### src/verilog/ppm_cfg.svh
/*
  Constants for the PCI power state manager: config-space placement,
  field positions, read-only capability values and recovery times.
  Assumes a 10 MHz sys_clk; included by ppm_top and ppm_delay_timer.
*/
`ifndef PPM_CFG_SVH
`define PPM_CFG_SVH

// config-space dword indexes (byte address / 4)
`define PPM_CAP_PTR_IDX 6'h0D
`define PPM_PM_CAP_IDX 6'h10
`define PPM_POWER_CONTROL_STATUS_REG_IDX 6'h11
// byte offset of the power management block, reported by the cap pointer
`define PPM_CAP_OFFSET 8'h40

// capability dword fields
`define PPM_CAPABILITY_IDENTIFIER 8'h01
`define PPM_NEXT_PTR 8'h00
`define PPM_WAKE_SUPPORT 5'h0C
`define PPM_STATE_TWO_SUPPORT 1'h1
`define PPM_STATE_ONE_SUPPORT 1'h0
`define PPM_AUX_CURRENT 3'h0
`define PPM_DSI 1'h0
`define PPM_WAKE_NEEDS_CLOCK 1'h0
`define PPM_CAP_VERSION 3'h2

// control/status field positions and reset values
`define PPM_STATE_LSB 0
`define PPM_WAKE_EN_BIT 8
`define PPM_WAKE_ST_BIT 15
`define PPM_WAKE_EN_RESET 1'h0
`define PPM_WAKE_ST_RESET 1'h0

// power state field encodings
`define PPM_PS_D0 2'h0
`define PPM_PS_D1 2'h1
`define PPM_PS_D2 2'h2
`define PPM_PS_D3HOT 2'h3

// recovery times and derived cycle counts (least times, rounded up)
`define PPM_CLK_PERIOD_NS 100
`define PPM_D2_EXIT_NS 200000
`define PPM_D3_EXIT_NS 10000000
`define PPM_D2_EXIT_CYC ((`PPM_D2_EXIT_NS + `PPM_CLK_PERIOD_NS - 1) / `PPM_CLK_PERIOD_NS)
`define PPM_D3_EXIT_CYC ((`PPM_D3_EXIT_NS + `PPM_CLK_PERIOD_NS - 1) / `PPM_CLK_PERIOD_NS)
`define PPM_TIMER_W 17

`endif

### src/verilog/ppm_pkg.sv
/*
  Types for the PCI power state manager.
  Assumes ppm_cfg.svh is compiled alongside.
*/
package ppm_pkg;

  typedef enum logic [1:0] {
    PPM_ST_D0,
    PPM_ST_RECOVER,
    PPM_ST_D2,
    PPM_ST_D3HOT
  } ppm_state_t;

  typedef struct packed {
    logic sel;
    logic wr;
    logic [5:0] idx;
    logic [3:0] be;
    logic [31:0] wdata;
  } ppm_cfg_req_t;

  typedef struct packed {
    logic core_clk_en;
    logic xfer_en;
    logic int_out;
  } ppm_gate_t;

endpackage

### src/verilog/ppm_top.sv
/*
  PCI power state manager: power state field, clock and interrupt
  gating, recovery latency, wake (PME#) signalling and the read-only
  power management capability dwords in PCI config space.
  Assumes config accesses come from the PCI target logic on sys_clk,
  wake events arrive asynchronously from the serial-bus side, and
  the soft reset and interrupt cause come from logic on sys_clk.
*/
// Overview of operation
// RQ1 - host writes state field for D0/D2
// RQ2 - state codes 00 D0, 10 D2, 11 D3hot
// RQ3 - D0: full clocks, transfers, interrupts
// RQ4 - D2: main clocks stopped, power kept
// RQ5 - D2 entry drops ROM, keeps config, GUID
// RQ6 - D2/D3hot: interrupt output held off
// RQ7 - D2 to D0 takes 200us
// RQ8 - soft reset bit leaves D3hot for D0
// RQ9 - D3hot drops ROM and config, keeps GUID
// RQ10 - leaving D3hot takes 10ms
// RQ11 - D3cold: system asserts PCI reset after power
// RQ12 - D3cold: no interrupt, no wake
// RQ13 - D2/D3hot wake on packet or bus reset
// RQ14 - PME# drops on status write or enable clear
// RQ15 - status bit 15 shows PME#, one clears
// RQ16 - enable bit 8 gates any PME#
// RQ17 - capability pointer reports block location
// RQ18 - capability identifier reads 01h
// RQ19 - next capability pointer reads 00h
// RQ20 - wake support field reads 0Ch
// RQ21 - D2 supported, D1 not
// RQ22 - auxiliary current reads 000b
// RQ23 - wake-needs-clock and DSI read zero
// RQ24 - version field reads 010b
// RQ25 - forbidden state code leaves state unchanged
`timescale 1ns/1ps
`include "ppm_cfg.svh"
`default_nettype none
module ppm_top #(
  parameter int unsigned D3_EXIT_CYCLES = `PPM_D3_EXIT_CYC
) (
  // clock and reset
  input wire logic sys_clk,
  input wire logic rst_b,
  // config space access
  input wire ppm_pkg::ppm_cfg_req_t cfg_req,
  output logic cfg_ack,
  output logic cfg_hit,
  output logic [31:0] cfg_rdata,
  // serial-bus events, asynchronous
  input wire logic packet_rx,
  input wire logic bus_reset,
  // controller side
  input wire logic controller_soft_reset_bit,
  input wire logic int_cause,
  // gating and state losses
  output ppm_pkg::ppm_gate_t gate,
  output logic cfg_rom_clear,
  output logic cfg_space_clear,
  output logic recovering,
  // PME# open-drain pin, low while driven
  output logic pme_o,
  output logic pme_oe
);
  localparam logic [`PPM_TIMER_W-1:0] D2_EXIT_LOAD = `PPM_TIMER_W'(`PPM_D2_EXIT_CYC);
  localparam logic [`PPM_TIMER_W-1:0] D3_EXIT_LOAD = `PPM_TIMER_W'(D3_EXIT_CYCLES);

  ppm_pkg::ppm_state_t state;
  ppm_pkg::ppm_state_t next_state;
  logic wake_enable_bit;
  logic wake_status_bit;
  logic [1:0] wake_pulse;
  logic wake_event;
  logic timer_load;
  logic [`PPM_TIMER_W-1:0] timer_value;
  logic timer_busy;
  logic power_control_status_reg_wr_lo;
  logic power_control_status_reg_wr_hi;
  logic [1:0] req_state;
  logic [1:0] power_state_field;
  logic [31:0] next_rdata;
  logic next_hit;

  // byte-lane write decode for one config dword
  function automatic logic lane_write(input ppm_pkg::ppm_cfg_req_t r,
                                      input logic [5:0] idx, input int lane);
    lane_write = r.sel && r.wr && (r.idx == idx) && r.be[lane];
  endfunction

  // encoding of the state a given machine state reports
  function automatic logic [1:0] state_code(input ppm_pkg::ppm_state_t s);
    case (s)
      ppm_pkg::PPM_ST_D2: state_code = `PPM_PS_D2;
      ppm_pkg::PPM_ST_D3HOT: state_code = `PPM_PS_D3HOT;
      default: state_code = `PPM_PS_D0;
    endcase
  endfunction

  // low-power states, where wake is armed and the ROM is lost
  function automatic logic low_power(input ppm_pkg::ppm_state_t s);
    low_power = (s == ppm_pkg::PPM_ST_D2) || (s == ppm_pkg::PPM_ST_D3HOT);
  endfunction

  // host write of one power state code
  function automatic logic state_write(input logic wr_lo, input logic [1:0] req,
                                       input logic [1:0] code);
    state_write = wr_lo && (req == code);
  endfunction

  ppm_edge_sync #(
    .W(2)
  ) u_wake_sync (
    .sys_clk(sys_clk),
    .rst_b(rst_b),
    .async_in({bus_reset, packet_rx}),
    .rise_pulse(wake_pulse)
  );

  ppm_delay_timer u_exit_timer (
    .sys_clk(sys_clk),
    .rst_b(rst_b),
    .load(timer_load),
    .load_value(timer_value),
    .busy(timer_busy)
  );

  assign power_control_status_reg_wr_lo = lane_write(cfg_req, `PPM_POWER_CONTROL_STATUS_REG_IDX, 0);
  assign power_control_status_reg_wr_hi = lane_write(cfg_req, `PPM_POWER_CONTROL_STATUS_REG_IDX, 1);
  assign req_state = cfg_req.wdata[`PPM_STATE_LSB +: 2];
  assign power_state_field = state_code(state);
  // RQ13 wake only in D2/D3hot
  assign wake_event = (wake_pulse != 2'h0) && low_power(state);

  // power state transitions
  always_comb
  begin
    next_state = state;
    timer_load = 1'b0;
    timer_value = D2_EXIT_LOAD;
    case (state)
      ppm_pkg::PPM_ST_D0:
      begin
        // RQ1 RQ2 host-written state
        if (state_write(power_control_status_reg_wr_lo, req_state, `PPM_PS_D2))
          next_state = ppm_pkg::PPM_ST_D2;
        else if (state_write(power_control_status_reg_wr_lo, req_state, `PPM_PS_D3HOT))
          next_state = ppm_pkg::PPM_ST_D3HOT;
      end
      ppm_pkg::PPM_ST_RECOVER:
      begin
        // state writes are ignored until the timer empties
        if (!timer_busy)
          next_state = ppm_pkg::PPM_ST_D0;
      end
      ppm_pkg::PPM_ST_D2:
      begin
        // RQ7 D2 exit latency
        if (state_write(power_control_status_reg_wr_lo, req_state, `PPM_PS_D0))
        begin
          next_state = ppm_pkg::PPM_ST_RECOVER;
          timer_load = 1'b1;
          timer_value = D2_EXIT_LOAD;
        end
        else if (state_write(power_control_status_reg_wr_lo, req_state, `PPM_PS_D3HOT))
          next_state = ppm_pkg::PPM_ST_D3HOT;
      end
      ppm_pkg::PPM_ST_D3HOT:
      begin
        // RQ8 RQ10 soft reset exit, 10ms
        if (controller_soft_reset_bit)
        begin
          next_state = ppm_pkg::PPM_ST_RECOVER;
          timer_load = 1'b1;
          timer_value = D3_EXIT_LOAD;
        end
      end
      default:
        next_state = ppm_pkg::PPM_ST_D0;
    endcase
    // RQ25 forbidden code ignored
    if (state_write(power_control_status_reg_wr_lo, req_state, `PPM_PS_D1) && (state != ppm_pkg::PPM_ST_D3HOT))
      next_state = state;
  end

  // RQ11 RQ12 reset covers D3cold power-up
  always_ff @(posedge sys_clk)
  begin
    if (!rst_b)
      state <= ppm_pkg::PPM_ST_D0;
    else
      state <= next_state;
  end

  // RQ16 wake enable bit
  always_ff @(posedge sys_clk)
  begin
    if (!rst_b)
      wake_enable_bit <= `PPM_WAKE_EN_RESET;
    else if (power_control_status_reg_wr_hi)
      wake_enable_bit <= cfg_req.wdata[`PPM_WAKE_EN_BIT];
  end

  // RQ15 sticky status, set wins over one-write clear
  always_ff @(posedge sys_clk)
  begin
    if (!rst_b)
      wake_status_bit <= `PPM_WAKE_ST_RESET;
    else if (wake_event && wake_enable_bit)
      wake_status_bit <= 1'b1;
    else if (power_control_status_reg_wr_hi && cfg_req.wdata[`PPM_WAKE_ST_BIT])
      wake_status_bit <= 1'b0;
  end

  // open drain: pme_o stays low, pme_oe pulls the pin
  // RQ14 PME# follows status and enable
  always_ff @(posedge sys_clk)
  begin
    if (!rst_b)
    begin
      pme_oe <= 1'b0;
      pme_o <= 1'b0;
    end
    else
    begin
      pme_oe <= (wake_status_bit && wake_enable_bit) || (wake_event && wake_enable_bit);
      pme_o <= 1'b0;
    end
  end

  // recovery keeps the core clocked but holds transfers off
  // clock and interrupt gating
  always_ff @(posedge sys_clk)
  begin
    if (!rst_b)
      gate <= '0;
    else
    begin
      // RQ3 full operation only in D0
      gate.core_clk_en <= (next_state == ppm_pkg::PPM_ST_D0) ||
                          (next_state == ppm_pkg::PPM_ST_RECOVER);
      gate.xfer_en <= (next_state == ppm_pkg::PPM_ST_D0);
      // RQ4 RQ6 low power gates interrupts
      gate.int_out <= int_cause && (next_state == ppm_pkg::PPM_ST_D0);
    end
  end

  always_ff @(posedge sys_clk)
  begin
    if (!rst_b)
      recovering <= 1'b0;
    else
      recovering <= (next_state == ppm_pkg::PPM_ST_RECOVER);
  end

  // state losses on low-power entry
  always_ff @(posedge sys_clk)
  begin
    if (!rst_b)
    begin
      cfg_rom_clear <= 1'b0;
      cfg_space_clear <= 1'b0;
    end
    else
    begin
      // RQ5 RQ9 ROM lost in D2 and D3hot
      cfg_rom_clear <= (state != next_state) && low_power(next_state);
      // RQ9 config space lost in D3hot only
      cfg_space_clear <= (state != ppm_pkg::PPM_ST_D3HOT) &&
                         (next_state == ppm_pkg::PPM_ST_D3HOT);
    end
  end

  // config read decode
  always_comb
  begin
    next_rdata = 32'h0000_0000;
    next_hit = 1'b0;
    if (cfg_req.sel)
    begin
      case (cfg_req.idx)
        `PPM_CAP_PTR_IDX:
        begin
          // RQ17 capability pointer
          next_rdata[7:0] = `PPM_CAP_OFFSET;
          next_hit = 1'b1;
        end
        `PPM_PM_CAP_IDX:
        begin
          // RQ18 RQ19 identifier and next pointer
          next_rdata[7:0] = `PPM_CAPABILITY_IDENTIFIER;
          next_rdata[15:8] = `PPM_NEXT_PTR;
          // RQ20 RQ21 wake support, state flags
          next_rdata[31:27] = `PPM_WAKE_SUPPORT;
          next_rdata[26] = `PPM_STATE_TWO_SUPPORT;
          next_rdata[25] = `PPM_STATE_ONE_SUPPORT;
          // RQ22 RQ23 aux current, DSI, clock flag
          next_rdata[24:22] = `PPM_AUX_CURRENT;
          next_rdata[21] = `PPM_DSI;
          next_rdata[19] = `PPM_WAKE_NEEDS_CLOCK;
          // RQ24 version
          next_rdata[18:16] = `PPM_CAP_VERSION;
          next_hit = 1'b1;
        end
        `PPM_POWER_CONTROL_STATUS_REG_IDX:
        begin
          // recovery reads back as D0; data scale and select read zero
          next_rdata[`PPM_STATE_LSB +: 2] = power_state_field;
          next_rdata[`PPM_WAKE_EN_BIT] = wake_enable_bit;
          next_rdata[`PPM_WAKE_ST_BIT] = wake_status_bit;
          next_hit = 1'b1;
        end
        default:
        begin
          next_rdata = 32'h0000_0000;
          next_hit = 1'b0;
        end
      endcase
    end
  end

  // one-cycle registered answer to every access
  // write cycles answer too; the host ignores their data
  always_ff @(posedge sys_clk)
  begin
    if (!rst_b)
    begin
      cfg_ack <= 1'b0;
      cfg_hit <= 1'b0;
      cfg_rdata <= 32'h0000_0000;
    end
    else
    begin
      cfg_ack <= cfg_req.sel;
      cfg_hit <= next_hit;
      cfg_rdata <= next_rdata;
    end
  end
endmodule
`default_nettype wire

### src/verilog/ppm_edge_sync.sv
/*
  Two-flop synchroniser with rising-edge pulse, per bit.
  Assumes inputs are asynchronous levels from the serial-bus side.
*/
`timescale 1ns/1ps
`default_nettype none
module ppm_edge_sync #(
  parameter int W = 2
) (
  // clock and reset
  input wire logic sys_clk,
  input wire logic rst_b,
  // levels in, pulses out
  input wire logic [W-1:0] async_in,
  output logic [W-1:0] rise_pulse
);
  logic [W-1:0] meta;
  logic [W-1:0] sync;
  logic [W-1:0] last;

  always_ff @(posedge sys_clk)
  begin
    if (!rst_b)
    begin
      meta <= '0;
      sync <= '0;
      last <= '0;
    end
    else
    begin
      meta <= async_in;
      sync <= meta;
      last <= sync;
    end
  end

  assign rise_pulse = sync & ~last;
endmodule
`default_nettype wire

### src/verilog/ppm_delay_timer.sv
/*
  Down counter that stays busy for a loaded number of cycles.
  Assumes load is a one-cycle pulse on sys_clk.
*/
`timescale 1ns/1ps
`include "ppm_cfg.svh"
`default_nettype none
module ppm_delay_timer (
  // clock and reset
  input wire logic sys_clk,
  input wire logic rst_b,
  // control
  input wire logic load,
  input wire logic [`PPM_TIMER_W-1:0] load_value,
  output logic busy
);
  logic [`PPM_TIMER_W-1:0] count;

  always_ff @(posedge sys_clk)
  begin
    if (!rst_b)
      count <= '0;
    else if (load)
      count <= load_value;
    else if (count != '0)
      count <= count - `PPM_TIMER_W'(1);
  end

  assign busy = (count != '0);
endmodule
`default_nettype wire

### config.mk
export PLATFORM = sky130hd
export DESIGN_NAME = ppm_top
export DESIGN_NICKNAME = d
export VERILOG_FILES = /design/src/verilog/ppm_pkg.sv /design/src/verilog/ppm_top.sv /design/src/verilog/ppm_edge_sync.sv /design/src/verilog/ppm_delay_timer.sv
export VERILOG_INCLUDE_DIRS = /design/src /design/src/verilog
export SDC_FILE = /design/constraint.sdc
export NUM_CORES = 1
export LEC_CHECK = 0
export BUFFER_PORTS_ARGS = -buffer_cell sky130_fd_sc_hd__clkbuf_2
export CORE_ASPECT_RATIO = 0.5
export CORE_MARGIN = 2
export CORE_UTILIZATION = 50
export DETAILED_ROUTE_END_ITERATION = 10
export GPL_ROUTABILITY_DRIVEN = 0
export PLACE_DENSITY = 0.85
export SLEW_MARGIN = 20
export SYNTH_ARGS = -nofsm -noshare
export SYNTH_HDL_FRONTEND = slang
export SYNTH_SLANG_ARGS = --single-unit
### constraint.sdc
create_clock -name sys_clk -period 5.2 [get_ports sys_clk]
set_input_delay 0.78 -clock sys_clk [delete_from_list [all_inputs] [get_ports sys_clk]]
set_output_delay 0.78 -clock sys_clk [all_outputs]
set_load 0.005 [all_outputs]
=== Yosys cells after proc, flatten, opt, wreduce, memory -nomap -nowiden ===
Cells that the tools add are included.

* Logic and storage cells: 88
* Bits of input ports: 50
* Flip-flop bits (word level): 68

* Add/subtract/negate cells: 1
* Reduce and logical (&&, ||, !) cells: 30
* Multiplexer cells: 22
* Equality and inequality tests: 14
* Bitwise gates (word level): 2

{| class="wikitable"
|+ Operators with widths
! kind !! number
|-
| 17-bit 2-to-1 mux || 4
|-
| 17-bit nonzero test || 1
|-
| 17-bit by 1-bit subtractor with 17-bit output (second input constant) || 1
|-
| 1-bit logical AND || 16
|-
| 2-bit 2-to-1 mux || 7
|-
| 2-bit equality test (second input constant) || 6
|-
| 6-bit by 5-bit equality test with 1-bit output (second input constant) || 2
|-
| 10-bit 2-to-1 mux || 1
|-
| 2-bit case mux with 2 select lines || 2
|-
| 2-bit case mux with 4 select lines || 1
|-
| 2-bit by 1-bit equality test with 1-bit output (second input constant) || 3
|-
| 6-bit by 4-bit equality test with 1-bit output (second input constant) || 1
|-
| 2-bit zero test || 3
|-
| 2-bit nonzero test || 3
|-
| 1-bit 2-to-1 mux || 5
|-
| 5-bit 2-to-1 mux || 1
|-
| 1-bit logical OR || 4
|-
| 3-bit AND reduction || 1
|-
| 3-bit OR reduction || 1
|-
| 2-bit bitwise AND || 1
|-
| 2-bit != test || 1
|-
| 2-bit != test (second input constant) || 1
|-
| 2-bit inverter || 1
|-
| 1-bit case mux with 2 select lines || 1
|-
| 2-bit AND reduction || 1
|}

=== Longest topological paths before layout ===
* Word-level depth: 11
* Depth in mapped cells: 8
* Mapped depth without buffers: 7

=== Hierarchy ===
From an unflattened synthesis, not the netlist that was laid out.

* Cell total of the unflattened synthesis: 233
* Area total of the unflattened synthesis: 2,128.3 µm²

{| class="wikitable"
|+ Modules (own cells, without submodules)
! module !! area an instance (µm²) !! instances !! cells an instance
|-
| ppm_top || 994.7 || 1 || 112
|-
| ppm_delay_timer || 963.4 || 1 || 107
|-
| ppm_edge_sync || 170.2 || 1 || 14
|}

=== Worst setup path before layout ===
OpenSTA, ideal clock, no wires.

* Path type: in2reg
* Start: input cfg_req[42] (netlist bit)
* End: register cfg_space_clear
* Path buffers: 0
* Stages on the path: 5
* Path slack: 3,216 ps
* Library setup time: 116 ps
* Arrival time: 1,869 ps
* Cell sequence: and4b_1 > and2_1 > a31o_1 > a221o_1 > and3_1

* Cells in the longest elaborated chain, start to end: 10
* Elaborated cells on any way between the ends: 15
* Classes of those cells: eq/ne: 1; mux: 5; reduce/logical: 9

{| class="wikitable"
|+ Ends and longest elaborated chain
! element !! line !! RTL
|-
| start, declared || ppm_top.sv:45 || <nowiki>input wire ppm_pkg::ppm_cfg_req_t cfg_req,</nowiki>
|-
| 1-bit logical AND (*) (3 in a row) || ppm_top.sv:86 || <nowiki>lane_write = r.sel && r.wr && (r.idx == idx) && r.be[lane];</nowiki>
|-
| 1-bit logical AND || ppm_top.sv:106 || <nowiki>state_write = wr_lo && (req == code);</nowiki>
|-
| 2-bit 2-to-1 mux || ppm_top.sv:145, ppm_top.sv:163 ||
|-
| 2-bit 2-to-1 mux (on tied branches) || ppm_top.sv:157, ppm_top.sv:143 ||
|-
| 2-bit case mux with 4 select lines || ppm_top.sv:139 || <nowiki>case (state)</nowiki>
|-
| 2-bit 2-to-1 mux (*) || ppm_top.sv:180 || <nowiki>if (state_write(power_control_status_reg_wr_lo, req_state, `PPM_PS_D1) && (state != ppm_pkg::PPM_ST_D3HOT))</nowiki>
|-
| 2-bit equality test (*) || ppm_top.sv:268 || <nowiki>(next_state == ppm_pkg::PPM_ST_D3HOT);</nowiki>
|-
| 1-bit logical AND (*) || ppm_top.sv:267 || <nowiki>cfg_space_clear <= (state != ppm_pkg::PPM_ST_D3HOT) &&</nowiki>
|-
| end signal, assigned || ppm_top.sv:267 ||
|-
| end, declared || ppm_top.sv:58 || <nowiki>output logic cfg_space_clear,</nowiki>
|}

Every way passes the cells marked *; elsewhere a longest branch is shown, timed or not.
A chain may end at the register's enable or synchronous reset.

=== Final worst setup path ===
* Start: input cfg_req[39] (netlist bit)
* End: register u_exit_timer.count[11]

* Cells in the longest elaborated chain, start to end: 7
* Elaborated cells on any way between the ends: 8
* Classes of those cells: eq/ne: 1; mux: 3; reduce/logical: 4

{| class="wikitable"
|+ Ends and longest elaborated chain
! element !! line !! RTL
|-
| 6-bit by 5-bit equality test with 1-bit output (*) || ppm_top.sv:86 ||
|-
| 1-bit logical AND (*) (2 in a row) || ppm_top.sv:86 ||
|-
| 1-bit logical AND (*) || ppm_top.sv:106 ||
|-
| 1-bit 2-to-1 mux (*) || ppm_top.sv:157 || <nowiki>if (state_write(power_control_status_reg_wr_lo, req_state, `PPM_PS_D0))</nowiki>
|-
| 1-bit case mux with 2 select lines (*) || ppm_top.sv:139 ||
|-
| 17-bit 2-to-1 mux / 2-bit nonzero test (equally long branches) || - ||
|-
| end signal, assigned || ppm_delay_timer.sv:24 || <nowiki>count <= load_value;</nowiki>
|-
| end signal, assigned || ppm_delay_timer.sv:26 || <nowiki>count <= count - `PPM_TIMER_W'(1);</nowiki>
|-
| end, declared || ppm_delay_timer.sv:17 || <nowiki>logic [`PPM_TIMER_W-1:0] count;</nowiki>
|}

Marked as above.

==> impl_metrics.ini <==
[floorplanning]
start_util = 0.5136
ioPinCount = 92
die_width_um = 93.10
die_area_mm2 = 0.004519
rows = 16
coreArea_mm2 = 0.003864
die_h_um = 48.55

[route]
drcViolationCount = 0
routed_wl_um = 3524
drtIter0Drc = 57
via_per_inst = 4.889
ant_nets = 0
wl_per_cell_um = 11.48
firstDrtPassIters = 4
dr_total_vias = 1501

[timing]
timing.final.crit_period_ns = 2.106
hold_viol_final = 0
finalSetupTns_ns = 0
max_freq_mhz = 474.9
fin_ws_ns = 3.094
slew_viol_final = 0
finalClockSkew_ns = 0.006973
post-route-period-util = 0.4049
finalSetupViolCount = 0
rsz0062_at_grt = no

[pwr]
vdd_drop_max_mv = 0.1842
p_leak_nw = 0.9755
power_density_mw_per_mm2 = 550.8

[critical_path]
worst_setup_path_end_kind = register
required_ns = 5.38
cp_slowest_stage_delay_ns = 0.48
path_class = input pin to register
rr_startpoint = u_exit_timer.count[0]
crit_arrival_ns = 2.28
critPathSlowestCell = nand3_1
critPathBufInv = 1
cpLargestDelayFamily = simple AND/OR/NAND/NOR gates
reg2reg_slack_ns = 3.29
critical_path.startpoint_type = input pin
r2r_end = cfg_space_clear
critPathMaxFanout = 10
crit_chain = clkbuf_2 -> nor4b_2 -> nand4_1 -> nand3_1 -> nor2_1
r2r_cells = 7

[clock_tree]
cts_tree = built
insertion_delay_ns = 0.30
cts_hold_buffers = 0
cts-root-buf = clkbuf_8
clk_path_buf_depth = 2
cts_resized = 0
clkTransAtPathRegs_ns = 0.08
cts_setup_buffers = 0
cts.sinks = 42
cts_buffers = 5
htree_levels = 2

[worst_hold_path]
min_to = u_wake_sync.sync[1]
hp-start = u_wake_sync.meta[1]
min-delay-path-class = register to register
hold_depth = 1

[grt]
grt_pass1_vias = 1343
grt_pass1_wl_um = 5768
globalRouteOverflowTotal = 0
grtUsageTotal = 0.1616
grt_max_degree = 14
antenna_found_initial = 0

[synthesis]
ys.flop_type = dfxtp_1
yosys.area.top_type_share = 0.4237
synth-seq-area-share = 0.4237
syn_area_mm2 = 0.001984
yosysMostFrequentCell = dfxtp_1
synth-async-reset-ratio = 0
syn_area_per_cell_um2 = 9.103
synth_area_leaders = dfxtp_1 42%, buf_4 10%, nand3_1 3.3%
netlist_instances = 218
synthTopCellsByCount = 42 x dfxtp_1, 27 x buf_4, 16 x nor2_1, 14 x nand2_1, 13 x nand3_1
yosysTopAreaCell = dfxtp_1
ys_ff_latch = 42
synth_edf_count = 0
yosys_warnings = 0
yosys.cell_types.count = 41

[final_layout]
layout-drive-gt1-share = 0.2253
antennaDiodeCount = 0
area_growth_pct = 11.22
fin_nets = 304
fill_cells = 340
fin_util = 0.5712

[place]
port_buffers = 37
hpwl_um = 2642
pre_cts_slack_ns = 2.784

[outcome]
outcome = finished clean

[run]
max_cap_viol_count = 0
-- worst max path at each step --
stage / start / depth (start not counted) / end
floorplan: cfg_req[42] / 5 / cfg_space_clear
global placement: cfg_req[39] / 5 / u_exit_timer.count[1]
detailed placement: cfg_req[39] / 5 / u_exit_timer.count[11]
CTS: cfg_req[39] / 5 / u_exit_timer.count[11]
global route: cfg_req[39] / 5 / u_exit_timer.count[13]
finish: cfg_req[39] / 5 / u_exit_timer.count[11]
-- cell type report --
cell class,instances,area [um^2],area share
clock buffer,6,72.57,0.03288
clock inverter,2,37.54,0.01701
inverter,7,26.28,0.01190
multi-input combinational,159,977.2,0.4427
sequential,42,840.8,0.3810
tap,54,67.56,0.03061
timing repair buffer,37,185.2,0.08390
-- metrics by stage --
step	power, mW	area (um^2)	hold WS (ns)	cells
floorplan	0.8938	2071	0.4106	241
global placement	0.9410	2097	0.4147	299
detailed placement	0.9631	2097	0.4203	299
CTS	1.219	2207	0.4326	307
global route	1.300	2207	0.4458	307
finish	1.216	2207	0.4308	307
-- flip-flops by register name (all words and copies together), names as in the netlist --
| name | count |
|---|---|
| cfg_space_clear | 1 |
| wake_enable_bit | 1 |
| wake_status_bit | 1 |
| u_exit_timer.count | 17 |
| gate | 3 |
| cfg_rdata | 6 |
| cfg_hit | 1 |
| u_wake_sync.last | 2 |
| pme_oe | 1 |
| cfg_ack | 1 |
| u_wake_sync.sync | 2 |
| cfg_rom_clear | 1 |
| recovering | 1 |
| state | 2 |
| u_wake_sync.meta | 2 |
-- cell usage in the layout, fill, tap and decap left out, types with 3 or more instances in the layout --
cell / netlist / final
conb_1: 1 / 24
a21oi_1: 9 / 9
nor2_1: 16 / 16
nand2b_1: 4 / 4
and2_1: 9 / 9
and3_1: 4 / 4
nand3_1: 13 / 13
clkbuf_8: 0 / 5
nand2_1: 14 / 14
inv_1: 7 / 7
nor2b_1: 5 / 5
nor3_1: 8 / 8
nor4b_2: 4 / 4
xnor2_1: 7 / 7
a211oi_1: 5 / 5
xor2_1: 5 / 5
nor4_1: 3 / 3
nand4_1: 3 / 3
dfxtp_1: 42 / 42
clkbuf_2: 0 / 37
-- power breakdown --
group	total, mW	switching (mW)	internal (mW)
logic	0.500	0.261	0.239
clock network	0.254	0.111	0.143
registers	0.461	0.0768	0.384
total	1.22	0.450	0.766
-- worst reg2reg max path, delay by kind of cell (launching register included) --
family	cells	cell delay, ns
buffers and inverters	1	0.08
and+or+nand+nor	4	0.78
AOI/OAI and AO/OA	1	0.45
DFF	1	0.34
adders and majority gates	1	0.16
-- routing by layer --
layer | GRT usage | part of all wire | up-vias | wire length [um]
met5 | 0 | 0 | - | 0
met4 | 0.04412 | 0.012 | 0 | 41
met3 | 0.05763 | 0.081 | 5 | 285
met2 | 0.2850 | 0.47 | 66 | 1640
met1 | 0.1871 | 0.44 | 667 | 1557
li1 | - | - | 763 | -
-- logic make-up (layout without fill, tap and decap cells) --
kind of cell	count (synthesis)	after routing	share of synthesized area
flip-flops	42	42	0.4237
XOR/XNOR	12	12	0.05296
AO/OA/AOI/OAI	23	23	0.07628
other	1	24	0.001890
buffers and inverters	40	52	0.1274
AND/OR/NAND/NOR	98	98	0.3052
adder cells (fa/ha/maj)	2	2	0.01261
Power figures use the tool's default switching activity.
